===== config.mk =====
export PLATFORM = sky130hd
export DESIGN_NAME = sci_cmd_target
export DESIGN_NICKNAME = d
export VERILOG_FILES = /design/src/pkg/sci_pkg.sv /design/src/rtl/sci_inq_rom.sv /design/src/rtl/sci_cmd_target.sv
export SDC_FILE = /design/constraint.sdc
export NUM_CORES = 1
export LEC_CHECK = 0
export BUFFER_PORTS_ARGS = -buffer_cell sky130_fd_sc_hd__buf_2
export CAP_MARGIN = 20
export CORE_MARGIN = 1.5
export CORE_UTILIZATION = 60
export CTS_CLUSTER_SIZE = 16
export DETAILED_ROUTE_END_ITERATION = 6
export PLACE_DENSITY = 0.79
export SLEW_MARGIN = 20
export SYNTH_ARGS = -nofsm -noshare
export SYNTH_HDL_FRONTEND = slang
export SYNTH_SLANG_ARGS = --single-unit

===== constraint.sdc =====
create_clock -name mclk -period 4.6 [get_ports mclk]
set_input_delay 0.23 -clock mclk [delete_from_list [all_inputs] [get_ports mclk]]
set_output_delay 0.23 -clock mclk [all_outputs]
set_load 0.005 [all_outputs]

===== src/pkg/sci_pkg.sv =====
// Shared constants, types and register map of the command target block.
// Assumes one clock domain and a plain single-cycle register port.
package sci_pkg;

  // ==========================================================================
  // Command bytes and field positions
  localparam logic [7:0] OP_INQUIRY      = 8'h12;
  localparam logic [7:0] OP_COPY_VERIFY  = 8'h3A;
  localparam int         CDB_LEN         = 10;
  localparam int         CDB1_VITAL_PRODUCT_DATA_FLAG_BIT   = 0;
  localparam int         CDB1_PAD_BIT    = 0;
  localparam int         CDB1_BYTE_COMPARE_FLAG_BIT = 1;
  localparam int         CDB1_LUN_MSB    = 7;
  localparam int         CDB1_LUN_LSB    = 5;

  // ==========================================================================
  // Register offsets and bit positions
  localparam logic [7:0] ADDR_CDB_LAST = 8'h09;
  localparam logic [7:0] ADDR_GO       = 8'h10;
  localparam logic [7:0] ADDR_CFG      = 8'h11;
  localparam logic [7:0] ADDR_SEGLEN   = 8'h12;
  localparam logic [7:0] ADDR_SEGCNT   = 8'h13;
  localparam logic [7:0] ADDR_STATUS   = 8'h14;
  localparam logic [7:0] ADDR_INFO     = 8'h15;
  localparam int         CFG_READY_BIT = 0;
  localparam int         CFG_MEDIA_BIT = 1;
  localparam int         CFG_FW_BIT    = 2;
  localparam int         CFG_UA_BIT    = 3;
  localparam int         SEG_CAT_BIT   = 24;
  localparam int         SEG_LAST_BIT  = 25;

  // ==========================================================================
  // Status, sense keys and additional codes
  localparam logic [7:0] STS_GOOD       = 8'h00;
  localparam logic [7:0] STS_CHECK      = 8'h02;
  localparam logic [3:0] KEY_NONE       = 4'h0;
  localparam logic [3:0] KEY_NOT_READY  = 4'h2;
  localparam logic [3:0] KEY_MEDIUM     = 4'h3;
  localparam logic [3:0] KEY_ILLEGAL    = 4'h5;
  localparam logic [3:0] KEY_UNIT_ATTN  = 4'h6;
  localparam logic [3:0] KEY_MISCOMPARE = 4'hE;
  localparam logic [7:0] ASC_NONE       = 8'h00;
  localparam logic [7:0] ASC_NOT_READY  = 8'h04;
  localparam logic [7:0] ASC_BAD_OPCODE = 8'h20;
  localparam logic [7:0] ASC_BAD_CDB    = 8'h24;
  localparam logic [7:0] ASC_BAD_PARAM  = 8'h26;
  localparam logic [7:0] ASC_UNIT_ATTN  = 8'h29;

  // ==========================================================================
  // Inquiry data
  localparam logic [7:0] PAD_BYTE    = 8'h00;
  localparam logic [7:0] SPACE_BYTE  = 8'h20;
  localparam logic [7:0] NO_LUN_BYTE = 8'h7F;
  localparam logic [7:0] INQ_STD_LEN = 8'd36;
  localparam logic [7:0] INQ_ADD_LEN = 8'd31;
  localparam logic [7:0] VPD_LEN     = 8'd5;

  // ==========================================================================
  // Types
  typedef enum logic [3:0] {
    S_IDLE = 4'b0000, S_DECODE = 4'b0001, S_LOAD = 4'b0011, S_COPY = 4'b0010,
    S_PAD  = 4'b0110, S_SEGW   = 4'b0111, S_VFY  = 4'b0101, S_DONE = 4'b0100,
    S_INQ  = 4'b1100
  } sci_state_e;

  typedef struct packed {
    logic       valid;
    logic [7:0] data;
  } sci_byte_s;

  typedef struct packed {
    logic       valid;
    logic       mediumErr;
    logic [7:0] rdData;
    logic [7:0] srcData;
  } sci_vfy_s;

  typedef struct packed {
    logic [7:0] status;
    logic [3:0] key;
    logic [7:0] asc;
  } sci_sense_s;

endpackage


===== src/rtl/sci_inq_rom.sv =====
// Inquiry response image: standard data or the supported-pages list.
// Assumes the caller never indexes past the response length.
module sci_inq_rom
  import sci_pkg::*;
#(
  parameter logic [63:0]  VENDOR_ID  = 64'h5645_4E44_3030_3031, // Arbitrary value
  parameter logic [127:0] PRODUCT_ID = 128'h5052_4F44_3030_3031_2020_2020_2020_2020, // Arbitrary
  parameter logic [31:0]  REVISION   = 32'h3031_3030, // Arbitrary value
  parameter logic [4:0]   DEV_TYPE   = 5'h00,
  parameter logic [7:0]   VERSION    = 8'h02,
  parameter logic [7:0]   RESP_FMT   = 8'h02,
  parameter logic [7:0]   CAPS_MIN   = 8'h00,
  parameter logic [7:0]   CAPS_FULL  = 8'h02
) (
  // Selection
  input  wire logic [7:0] idx,
  input  wire logic       vpd,
  // Live state
  input  wire logic       lunOk,
  input  wire logic       mediaOk,
  input  wire logic       fullFw,
  // Result
  output logic      [7:0] romByte
);

  // ==========================================================================
  // Image assembly
  logic [7:0]   firstByte;
  logic [287:0] stdImg;
  logic [39:0]  vpdImg;
  logic [5:0]   stdRev;
  logic [2:0]   vpdRev;

  // Revision lives on the medium, so spaces stand in until it can be read
  always_comb begin
    firstByte = lunOk ? {3'b000, DEV_TYPE} : NO_LUN_BYTE;
    stdImg    = {firstByte, 8'h00, VERSION, RESP_FMT, INQ_ADD_LEN, 8'h00, 8'h00,
                 fullFw ? CAPS_FULL : CAPS_MIN,
                 VENDOR_ID, PRODUCT_ID,
                 mediaOk ? REVISION : {4{SPACE_BYTE}}};
    vpdImg    = {firstByte, 8'h00, 8'h00, 8'h01, 8'h00};
    stdRev    = 6'(INQ_STD_LEN - 8'd1 - idx);
    vpdRev    = 3'(VPD_LEN - 8'd1 - idx);
    romByte   = vpd ? vpdImg[{vpdRev, 3'b000} +: 8] : stdImg[{stdRev, 3'b000} +: 8];
  end

endmodule


===== src/rtl/sci_cmd_target.sv =====
// Command target for the copy-and-verify and inquiry commands.
// Assumes software loads the command bytes and segments over the register port.
module sci_cmd_target
  import sci_pkg::*;
#(
  parameter logic [2:0] SUPPORTED_LUN = 3'd0,
  parameter logic       VPD_SUPPORTED = 1'b0
) (
  // Clock and reset
  input  wire logic        mclk,
  input  wire logic        reset,
  // Register port
  input  wire logic [7:0]  regAddr,
  input  wire logic [31:0] regWrData,
  input  wire logic        regWr,
  input  wire logic        regRd,
  output logic      [31:0] regRdData,
  // Source data stream
  input  wire sci_byte_s   srcIn,
  output logic             srcReady,
  // Destination data stream
  output sci_byte_s        dstOut,
  // Verify readback
  input  wire sci_vfy_s    vfyIn,
  output logic             vfyReady,
  // Inquiry data to the initiator and the completion pulse
  output sci_byte_s        inqOut,
  output logic             cmdDone
);

  // ==========================================================================
  // Register state
  logic [7:0]  cdb_r [CDB_LEN];
  logic        cfgReady_r, cfgMedia_r, cfgFw_r, ua_r;
  logic [15:0] segSrcLen_r, segDstLen_r;
  logic [23:0] segBlocks_r;
  logic        segCat_r, segLast_r;
  sci_state_e  state_r, stateNxt;
  sci_sense_s  sense_r, finSense;
  logic [31:0] info_r, finInfo, regRdData_r;
  logic [7:0]  inqIdx_r, sendLimit_r, respLen, romByte;
  logic [15:0] srcInBlk_r, dstInBlk_r;
  logic [23:0] blocksLeft_r;
  logic [31:0] dstTotal_r, vfyCount_r;
  sci_byte_s   inqOut_r, dstOut_r;
  logic        srcReady_r, vfyReady_r, cmdDone_r;
  logic        finish, uaClr, srcTake, srcLast, dstBlkEnd, segEnd, partial;
  logic        vfyTake, emit, goWr, cfgWr, segCntWr;

  // Command fields, shared by both opcodes
  wire logic [7:0] opcode   = cdb_r[0];
  wire logic       vital_product_data_flag     = cdb_r[1][CDB1_VITAL_PRODUCT_DATA_FLAG_BIT];
  wire logic       padFlag  = cdb_r[1][CDB1_PAD_BIT];
  wire logic       byteChk  = cdb_r[1][CDB1_BYTE_COMPARE_FLAG_BIT];
  wire logic       lunOk    = cdb_r[1][CDB1_LUN_MSB:CDB1_LUN_LSB] == SUPPORTED_LUN;
  wire logic [7:0] pageCode = cdb_r[2];
  wire logic [7:0] allocLen = cdb_r[4];
  wire sci_state_e segTail  = segLast_r ? S_VFY : S_SEGW;
  assign goWr     = regWr && regAddr == ADDR_GO;
  assign cfgWr    = regWr && regAddr == ADDR_CFG;
  assign segCntWr = regWr && regAddr == ADDR_SEGCNT;

  // ==========================================================================
  // Software registers
  // Unit attention: a software write in the same cycle beats the hardware clear
  always_ff @(posedge mclk) begin
    if (reset) begin
      cfgReady_r <= 1'b0;
      cfgMedia_r <= 1'b0;
      cfgFw_r    <= 1'b0;
      ua_r       <= 1'b0;
    end else if (cfgWr) begin
      cfgReady_r <= regWrData[CFG_READY_BIT];
      cfgMedia_r <= regWrData[CFG_MEDIA_BIT];
      cfgFw_r    <= regWrData[CFG_FW_BIT];
      ua_r       <= regWrData[CFG_UA_BIT];
    end else if (uaClr) begin
      ua_r <= 1'b0; // Only a copy reports it; inquiry never clears
    end
  end

  // Command bytes and segment descriptor
  always_ff @(posedge mclk) begin
    if (reset) begin
      for (int i = 0; i < CDB_LEN; i++) cdb_r[i] <= 8'h00;
      segSrcLen_r <= 16'h0000;
      segDstLen_r <= 16'h0000;
      segBlocks_r <= 24'h000000;
      segCat_r    <= 1'b0;
      segLast_r   <= 1'b0;
    end else if (regWr) begin
      if (regAddr <= ADDR_CDB_LAST) cdb_r[regAddr[3:0]] <= regWrData[7:0];
      if (regAddr == ADDR_SEGLEN) begin
        segSrcLen_r <= regWrData[15:0];
        segDstLen_r <= regWrData[31:16];
      end
      if (segCntWr) begin
        segBlocks_r <= regWrData[23:0];
        segCat_r    <= regWrData[SEG_CAT_BIT];
        segLast_r   <= regWrData[SEG_LAST_BIT];
      end
    end
  end

  // Read data stands only in the cycle after the strobe; unmapped reads zero
  always_ff @(posedge mclk) begin
    if (reset || !regRd) begin
      regRdData_r <= 32'h0000_0000;
    end else if (regAddr <= ADDR_CDB_LAST) begin
      regRdData_r <= {24'h000000, cdb_r[regAddr[3:0]]};
    end else begin
      case (regAddr)
        ADDR_CFG:    regRdData_r <= {28'h0000000, ua_r, cfgFw_r, cfgMedia_r, cfgReady_r};
        ADDR_SEGLEN: regRdData_r <= {segDstLen_r, segSrcLen_r};
        ADDR_SEGCNT: regRdData_r <= {6'h00, segLast_r, segCat_r, segBlocks_r};
        ADDR_STATUS: regRdData_r <= {6'h00, state_r == S_SEGW, state_r != S_IDLE,
                                     sense_r.asc, 4'h0, sense_r.key, sense_r.status};
        ADDR_INFO:   regRdData_r <= info_r;
        default:     regRdData_r <= 32'h0000_0000;
      endcase
    end
  end

  // ==========================================================================
  // Sequencer
  assign srcTake   = state_r == S_COPY && srcIn.valid && srcReady_r;
  assign srcLast   = srcTake && srcInBlk_r == segSrcLen_r - 16'd1 && blocksLeft_r == 24'd1;
  assign dstBlkEnd = dstInBlk_r == segDstLen_r - 16'd1;
  assign emit      = srcTake || state_r == S_PAD;
  assign vfyTake   = state_r == S_VFY && vfyIn.valid && vfyReady_r && vfyCount_r != dstTotal_r;
  assign partial   = (state_r == S_LOAD) ? dstInBlk_r != 16'd0 : !dstBlkEnd;

  // Next state and final sense; a finish always lands in the done state
  always_comb begin
    stateNxt = state_r;
    finish   = 1'b0;
    uaClr    = 1'b0;
    segEnd   = 1'b0;
    finSense = '{STS_GOOD, KEY_NONE, ASC_NONE};
    finInfo  = 32'h0000_0000;
    case (state_r)
      S_IDLE: if (goWr) stateNxt = S_DECODE;
      S_DECODE: begin
        if (opcode == OP_INQUIRY) begin
          // Readiness and unit attention are ignored here
          if ((vital_product_data_flag && !VPD_SUPPORTED) || pageCode != 8'h00) begin
            finish   = 1'b1;
            finSense = '{STS_CHECK, KEY_ILLEGAL, ASC_BAD_CDB};
          end else if (allocLen == 8'h00) begin
            finish = 1'b1;
          end else begin
            stateNxt = S_INQ;
          end
        end else if (opcode == OP_COPY_VERIFY) begin
          if (ua_r) begin
            finish   = 1'b1;
            uaClr    = 1'b1;
            finSense = '{STS_CHECK, KEY_UNIT_ATTN, ASC_UNIT_ATTN};
          end else if (!cfgReady_r) begin
            finish   = 1'b1;
            finSense = '{STS_CHECK, KEY_NOT_READY, ASC_NOT_READY};
          end else begin
            stateNxt = S_LOAD;
          end
        end else begin
          finish   = 1'b1;
          finSense = '{STS_CHECK, KEY_ILLEGAL, ASC_BAD_OPCODE};
        end
      end
      S_INQ: if (inqIdx_r == sendLimit_r - 8'd1) finish = 1'b1;
      S_LOAD: begin
        // Concatenate on the last segment is refused rather than trusted
        if (segSrcLen_r == 16'd0 || segDstLen_r == 16'd0 || (segCat_r && segLast_r)) begin
          finish   = 1'b1;
          finSense = '{STS_CHECK, KEY_ILLEGAL, ASC_BAD_PARAM};
        end else if (segBlocks_r != 24'd0) begin
          stateNxt = S_COPY;
        end else begin
          segEnd = 1'b1;
        end
      end
      S_COPY: segEnd = srcLast;
      S_PAD:  if (dstBlkEnd) stateNxt = segTail;
      S_SEGW: if (segCntWr) stateNxt = S_LOAD;
      S_VFY: begin
        if (vfyCount_r == dstTotal_r) begin
          finish = 1'b1;
        end else if (vfyTake) begin
          finInfo = dstTotal_r - vfyCount_r; // Residue as for a copy failure
          if (byteChk && vfyIn.rdData != vfyIn.srcData) begin
            finish   = 1'b1;
            finSense = '{STS_CHECK, KEY_MISCOMPARE, ASC_NONE};
          end else if (vfyIn.mediumErr) begin
            finish   = 1'b1;
            finSense = '{STS_CHECK, KEY_MEDIUM, ASC_NONE};
          end else if (vfyCount_r == dstTotal_r - 32'd1) begin
            finish  = 1'b1;
            finInfo = 32'h0000_0000;
          end
        end
      end
      S_DONE:  stateNxt = S_IDLE;
      default: stateNxt = S_IDLE;
    endcase
    // Inexact tail: pad and concatenate flags pick the action
    if (segEnd) begin
      if (!partial || segCat_r) begin
        stateNxt = segTail;
      end else if (padFlag) begin
        stateNxt = S_PAD;
      end else begin
        finish   = 1'b1;
        finSense = '{STS_CHECK, KEY_ILLEGAL, ASC_BAD_PARAM};
        finInfo  = {16'h0000, dstInBlk_r};
      end
    end
    if (finish) stateNxt = S_DONE;
  end

  // State, sense and completion pulse
  always_ff @(posedge mclk) begin
    if (reset) begin
      state_r   <= S_IDLE;
      sense_r   <= '{STS_GOOD, KEY_NONE, ASC_NONE};
      info_r    <= 32'h0000_0000;
      cmdDone_r <= 1'b0;
    end else begin
      state_r   <= stateNxt;
      cmdDone_r <= finish;
      if (finish) begin
        sense_r <= finSense;
        info_r  <= finInfo;
      end
    end
  end

  // ==========================================================================
  // Inquiry transfer
  assign respLen = vital_product_data_flag ? VPD_LEN : INQ_STD_LEN;
  always_ff @(posedge mclk) begin
    if (reset) begin
      inqIdx_r    <= 8'h00;
      sendLimit_r <= 8'h00;
    end else if (state_r == S_DECODE) begin
      inqIdx_r    <= 8'h00;
      sendLimit_r <= (allocLen < respLen) ? allocLen : respLen;
    end else if (state_r == S_INQ) begin
      inqIdx_r <= inqIdx_r + 8'd1;
    end
  end

  sci_inq_rom u_rom (
    .idx     (inqIdx_r),
    .vpd     (vital_product_data_flag),
    .lunOk   (lunOk),
    .mediaOk (cfgMedia_r),
    .fullFw  (cfgFw_r),
    .romByte (romByte)
  );

  // ==========================================================================
  // Copy and verify counters
  // Destination block count spans segments so a concatenated one fills the open block
  always_ff @(posedge mclk) begin
    if (reset || state_r == S_DECODE) begin
      srcInBlk_r   <= 16'd0;
      blocksLeft_r <= 24'd0;
      dstInBlk_r   <= 16'd0;
      dstTotal_r   <= 32'd0;
      vfyCount_r   <= 32'd0;
    end else begin
      if (state_r == S_LOAD) begin
        srcInBlk_r   <= 16'd0;
        blocksLeft_r <= segBlocks_r;
      end else if (srcTake) begin
        srcInBlk_r <= (srcInBlk_r == segSrcLen_r - 16'd1) ? 16'd0 : srcInBlk_r + 16'd1;
        if (srcInBlk_r == segSrcLen_r - 16'd1) blocksLeft_r <= blocksLeft_r - 24'd1;
      end
      if (emit) begin
        dstInBlk_r <= dstBlkEnd ? 16'd0 : dstInBlk_r + 16'd1;
        dstTotal_r <= dstTotal_r + 32'd1;
      end
      if (vfyTake) vfyCount_r <= vfyCount_r + 32'd1;
    end
  end
  // Streams out; ready is registered so it looks at the next state
  always_ff @(posedge mclk) begin
    if (reset) begin
      inqOut_r   <= '{1'b0, 8'h00};
      dstOut_r   <= '{1'b0, 8'h00};
      srcReady_r <= 1'b0;
      vfyReady_r <= 1'b0;
    end else begin
      inqOut_r   <= '{state_r == S_INQ, romByte};
      dstOut_r   <= '{emit, (state_r == S_PAD) ? PAD_BYTE : srcIn.data};
      srcReady_r <= stateNxt == S_COPY;
      vfyReady_r <= stateNxt == S_VFY;
    end
  end
  assign regRdData = regRdData_r;
  assign srcReady  = srcReady_r;
  assign vfyReady  = vfyReady_r;
  assign dstOut    = dstOut_r;
  assign inqOut    = inqOut_r;
  assign cmdDone   = cmdDone_r;
endmodule


[Word-level counts from Yosys, hierarchy flattened]
Memory sizes are Yosys's and may differ from the RTL's.
Index checks and enable logic that the tools add are counted.
Operators by class
  order comparisons: 2
  add/sub/neg operators: 13
  shifts and indexed selects: 2
  multiplexer cells: 89
  equality and inequality tests: 25
  reduce and logical (&&, ||, !) cells: 43
Operators with widths (count)
  $mux W32: 9
  $shiftx A288 B10 Y8: 1
  $pmux W32 S5: 1
  $mux W14: 8
  $mux W20: 5
  $mux W24: 3
  $add A32 B1 Y32 const B: 2
  $eq A32 B32 Y1: 2
  $mux W4: 16
  $pmux W20 S3: 1
  $eq A8 B5 Y1 const B: 7
  $shiftx A40 B7 Y8: 1
  $add A16 B1 Y16 const B: 2
  $eq A16 B16 Y1: 2
  $logic_not A16 Y1: 2
  $mux W1: 32
  $mux W16: 2
  $mux W8: 4
  $ne A32 B32 Y1: 1
  $sub A16 B1 Y16 const B: 2
  $sub A32 B1 Y32 const B: 1
  $sub A32 B32 Y32: 1
  $mux W29: 1
  $eq A24 B1 Y1 const B: 1
  other kinds (35): 67
Storage, ports and cells
  RAM bits: 80
  logic and storage cells: 205
  bits in registers: 307
  input port bits: 71
  output and inout bits: 53
  memories kept: 1
Memories
  cdb_r: words 10, bits a word 8, read ports 5, clocked after Yosys merged registers in 0, wr ports 10, RTL line sci_cmd_target.sv:33  | logic [7:0] cdb_r [CDB_LEN];

[Depth between registers and ports, before layout]
  word-level depth: 13
  depth in mapped cells: 16

[By module]
From an unflattened synthesis, not the netlist that was laid out.
Second synthesis, totals
  cells, all modules: 2421
  area, all modules: 20682.3 µm²
Modules (own cells, without submodules)
  sci_cmd_target: cells an instance 2354, instances 1, area an instance 20190.6 µm²
  sci_inq_rom: cells an instance 67, instances 1, area an instance 491.7 µm²

[Worst setup path before layout]
OpenSTA, ideal clock, no wires.
  kind: register to register
  from: reg dstTotal_r[11]
  to: reg info_r[15]
  arrival time: 3.767 ns
  clock period less this slack: 3.905 ns
  setup slack: 0.695 ns
  stages on the path, launching flop included: 14
  required time: 4.462 ns
  setup time: 0.138 ns
  path through: dfxtp_1 -> buf_6 -> or4_4 -> or4_4 -> buf_6 -> or2_1 -> mux2i_1 -> or4bb_1 -> or4_1 -> nor4_4 -> nor3_2 -> buf_2 -> a22oi_1 -> nor3_2
Between the ends
  cells in the longest elaborated chain, start to end: 11
  elaborated cells between the ends (all ways): 24
Ends and longest elaborated chain
  start: declaration: RTL line sci_cmd_target.sv:44  | logic [31:0] dstTotal_r, vfyCount_r;
  start signal: assignment: RTL line sci_cmd_target.sv:281  | dstTotal_r <= dstTotal_r + 32'd1;
  $sub A32 B1 Y32: RTL line sci_cmd_target.sv:196  | end else if (vfyCount_r == dstTotal_r - 32'd1) begin
  $eq A32 B32 Y1: RTL line sci_cmd_target.sv:196
  $mux W1 or $mux W32 (tied branches): RTL line sci_cmd_target.sv:196
  $mux W1 or $mux W32 (tied branches): RTL line sci_cmd_target.sv:193  | end else if (vfyIn.mediumErr) begin
  $mux W1 or $mux W32 (tied branches): RTL line sci_cmd_target.sv:190  | if (byteChk && vfyIn.rdData != vfyIn.srcData) begin
  $mux W1 or $mux W32 (tied branches): RTL line sci_cmd_target.sv:188  | end else if (vfyTake) begin
  $mux W1 or $mux W32 (tied branches): RTL line sci_cmd_target.sv:186  | if (vfyCount_r == dstTotal_r) begin
  $pmux W1 S4 or $mux W32 (tied branches): RTL line sci_cmd_target.sv:141  | case (state_r)
  $mux W1 or $mux W32 (tied branches): RTL line sci_cmd_target.sv:209  | end else if (padFlag) begin
  $mux W1 or $mux W32 (tied branches): RTL line sci_cmd_target.sv:207  | if (!partial || segCat_r) begin
  $mux W1 or $mux W32 (tied branches): RTL line sci_cmd_target.sv:206  | if (segEnd) begin
  end signal: assignment: RTL line sci_cmd_target.sv:232  | info_r <= finInfo;
  end: declaration: RTL line sci_cmd_target.sv:40  | logic [31:0] info_r, finInfo, regRdData_r;
Parallel ways exist; a longest one is shown, timed or not.
A chain may end at the register's enable or synchronous reset.

[Worst setup path after layout]
  from: reg dstTotal_r[5]
  to: reg info_r[14]
Same word-level chain as after synthesis.

==> summary.md <==
| Metric | Value |
|---|---|
| Critical Path Max Stage Delay | 0.64 ns |
| Sw Ratio | 22.4% |
| Max VDD drop | 295 uV |
| Worst-path cell chain | or4_1, or4_4, or2_1, mux2i_1, or4bb_1, or4_1, nor4_4, or3_1, buf_12, o21ai_0, a21oi_1 |
| Setup TNS Final | 0 ns |
| DRT iter0 DRCs | 2240 |
| Layout area overhead | 12.9% |
| Power Density | 306 nW/um^2 |
| Worst-Skew Late Latency | 0.58 ns |
| Sequential cell area | 8310 um^2 |
| Yosys warns | 0 |
| WP data required | 5.11 ns |
| Setup crit end kind | flip-flop |
| CTS Buf Count | 40 |
| Worst min-delay path class | input port to flip-flop |
| Critical path's slowest cell | or4_1 |
| Fillers | 2647 |
| Worst Path Max Fanout | 23 |
| DRT antenna net count | 0 |
| Final hold violations | 0 |
| Cell count after synthesis | 2462 |
| Pin count of the biggest net entering global routing | 85 |
| #FFs+latches synth | 375 |
| Post-synth top area share | 28.5% |
| Most common cell in the netlist | nor2_1 |
| CTS tree | yes |
| Core area | 33800 um^2 |
| Vias per std cell | 6.43 |
| Clock root buffer | clkbuf_16 |
| Vias in the first global route | 18200 |
| Ys async rst share | 0% |
| Pint | 5.55 mW |
| Run status | complete, no violations |
| Leakage power | 8.80 nW |
| GPL Wtd Cong | 0.962 |
| Syn_area_per_cell | 8.41 um^2 |
| Max Cap Viol | 0 |
| I/O Pins | 124 |
| Number of post-CTS setup repair buffers | 0 |
| Detailed Route WL | 62.8 mm |
| Pre-Repair DR Iteration Count | 6 |
| Tot GR Track Use | 34.6% |
| Top cell by count, worst path | or4_1 |
| Core Util, Final | 69.2% |
| Reg clk slew, reported paths | 0.06 ns |
| Mapped Nets | 2589 |
| Via count | 19500 |
| DP Worst Slack | 0.298 ns |
| Netlist cell types | 86 |
| RSZ-0062 raised after global routing | false |
| Final HPWL DP | 44.8 mm |
| Synthesized area | 20700 um^2 |
| Critical Path AT | 4.83 ns |
| Clock Power Share | 48.2% |
| Maximum clock rate | 0.231 GHz |
| H-tree depth | 2 |
| # nets final | 2685 |
| Final Cycle Share | 94.0% |
| Die Height | 189 um |
| Synth area leader | dfxtp_1 |
| Initial antenna violation count | 1 |
| Row count | 67 |
| Slew margin rel. | 24.7% |
| Cells on worst reg2reg path | 11 |
| Layout cells sized above 1 | 10.9% |
| # DRC | 0 |
| Fin worst setup slack | 0.275 ns |
| DR WL/cell | 20.7 um |
| Post-synth EDFFs | 80 |
| Reg power frac | 47.9% |
| Worst setup SP type | flip-flop |
| Tmin final | 4.33 ns |
| Net switching power | 1.60 mW |
| Final Slew Violations | 0 |
| Worst slew pin tran | 1.13 ns |
| IO Port Bufs | 122 |
| Max Root-Sink Buffers | 3 |
| Most area-consuming cells after synthesis | dfxtp_1, edfxtp_1, nor2_1 |
| First-pass GRT wire length | 98.0 mm |
| Sequential area share after synthesis | 40.1% |
| Logic pwr share | 3.8% |
| WS Path Type | flip-flop to flip-flop |
| Main synth FF type | dfxtp_1 |
| Total gr overflow | 0 |
| Hold Path Cell Cnt | 2 |
| DIE AREA | 35600 um^2 |
| Clk sink count | 375 |
| Worst Skew | 0.0199 ns |
| Die Wd | 189 um |
| Initial Util | 61.3% |
| Footprint of the multi-input gates | 11500 um^2 |
| Final setup violation count | 0 |
| Commonest cells post-synth | nor2_1, dfxtp_1, nand2_1 |
layout by cell type, fill, tap and decap left out, drive strengths merged, types with 52 or more instances in the layout:
cell and n:
a21oi 176, a22oi 56, buf 155, clkbuf 52, dfxtp 295, edfxtp 80, ha 55, inv 89
nand2 272, nand3 68, nor2 319, nor3 93, o21ai 98, xnor2 112, xor2 101
final timing paths:
kind                      start    endpoint  slack (ns)
setup reg to reg  dstTotal_r[5]  info_r[14]        0.27
hold / removal            reset  sense_r[9]        0.06
setup / recovery  dstTotal_r[5]  info_r[14]        0.27
hold reg to reg      info_r[16]  info_r[16]        0.47
through the flow:
| stage | hold WS [ns] | instances | power (mW) | area [um^2] |
|---|---|---|---|---|
| finish | 0.0616 | 3038 | 7.15 | 23400 |
| detailed placement | 0.433 | 2922 | 3.73 | 21600 |
| floorplan | 0.352 | 2462 | 3.63 | 20700 |
| CTS | 0.0389 | 3035 | 7.14 | 23300 |
| global route | 0.0675 | 3038 | 7.29 | 23400 |
| global placement | 0.429 | 2922 | 3.73 | 21600 |
routing by layer:
metal	routed length, um	part of all wire, %	GRT usage (%)
met1	24900	40	45.9
met5	0	0	0
met2	29200	47	55.7
met3	6010	9.6	5.94
met4	2580	4.1	14.8
cell families (layout without fill, tap and decap cells):
logic type / count (synthesis) / in the layout / share of synthesized area, %
mux: 37 / 37 / 2.83
simple gates: 1033 / 1033 / 24.2
fa+ha+maj: 56 / 56 / 3.42
xor+xnor: 214 / 214 / 9.12
other cells: 1 / 2 / 0.0181
compound gates: 517 / 517 / 15.8
flops: 375 / 375 / 40.1
buf+inv: 229 / 356 / 4.40
state kept, by name, indices dropped and copies added (netlist names), 4 cells and up:
| signal | cells |
|---|---|
| inqOut | 8 |
| segSrcLen_r | 16 |
| sendLimit_r | 8 |
| dstOut | 9 |
| sense_r | 9 |
| dstTotal_r | 32 |
| inqIdx_r | 8 |
| segBlocks_r | 24 |
| vfyCount_r | 32 |
| blocksLeft_r | 24 |
| segDstLen_r | 16 |
| cdb_r | 80 |
| srcInBlk_r | 16 |
| info_r | 32 |
| state_r | 4 |
| regRdData | 32 |
| dstInBlk_r | 16 |
final cells by class:
cell class	instances	area share (%)
Clock buffer	52	4.69
Timing Repair Buffer	195	5.49
Clock inverter	21	1.24
Multi-Input combinational cell	1858	49.2
Sequential cell	375	35.6
Antenna cell	1	0.0107
Inverter	88	1.41
Tap cell	448	2.40
timing repair:
action / 4_1_cts / 5_1_grt
gates resized for setup: 0 / 1
endpoints found under the hold margin: 69 / 0
endpoints found under the setup margin: 0 / 23
hold buffers: 40 / 0
worst max-delay path, delay by kind of cell (launching register included):
family / cells / cell delay [ns]
AOI/OAI and AO/OA: 2 / 0.28
buffers and inverters: 1 / 0.21
DFF: 1 / 0.43
muxes: 1 / 0.15
and+or+nand+nor: 7 / 3.19
power groups by stage:
stage	logic [mW]	clock network, mW	registers [mW]
final	0.274	3.45	3.42
after global routing	0.292	3.58	3.43
after CTS	0.266	3.45	3.42
after detailed placement	0.238	0	3.50
after global placement	0.232	0	3.49
after floorplan	0.138	0	3.49
(Power assumes the default switching activity.)
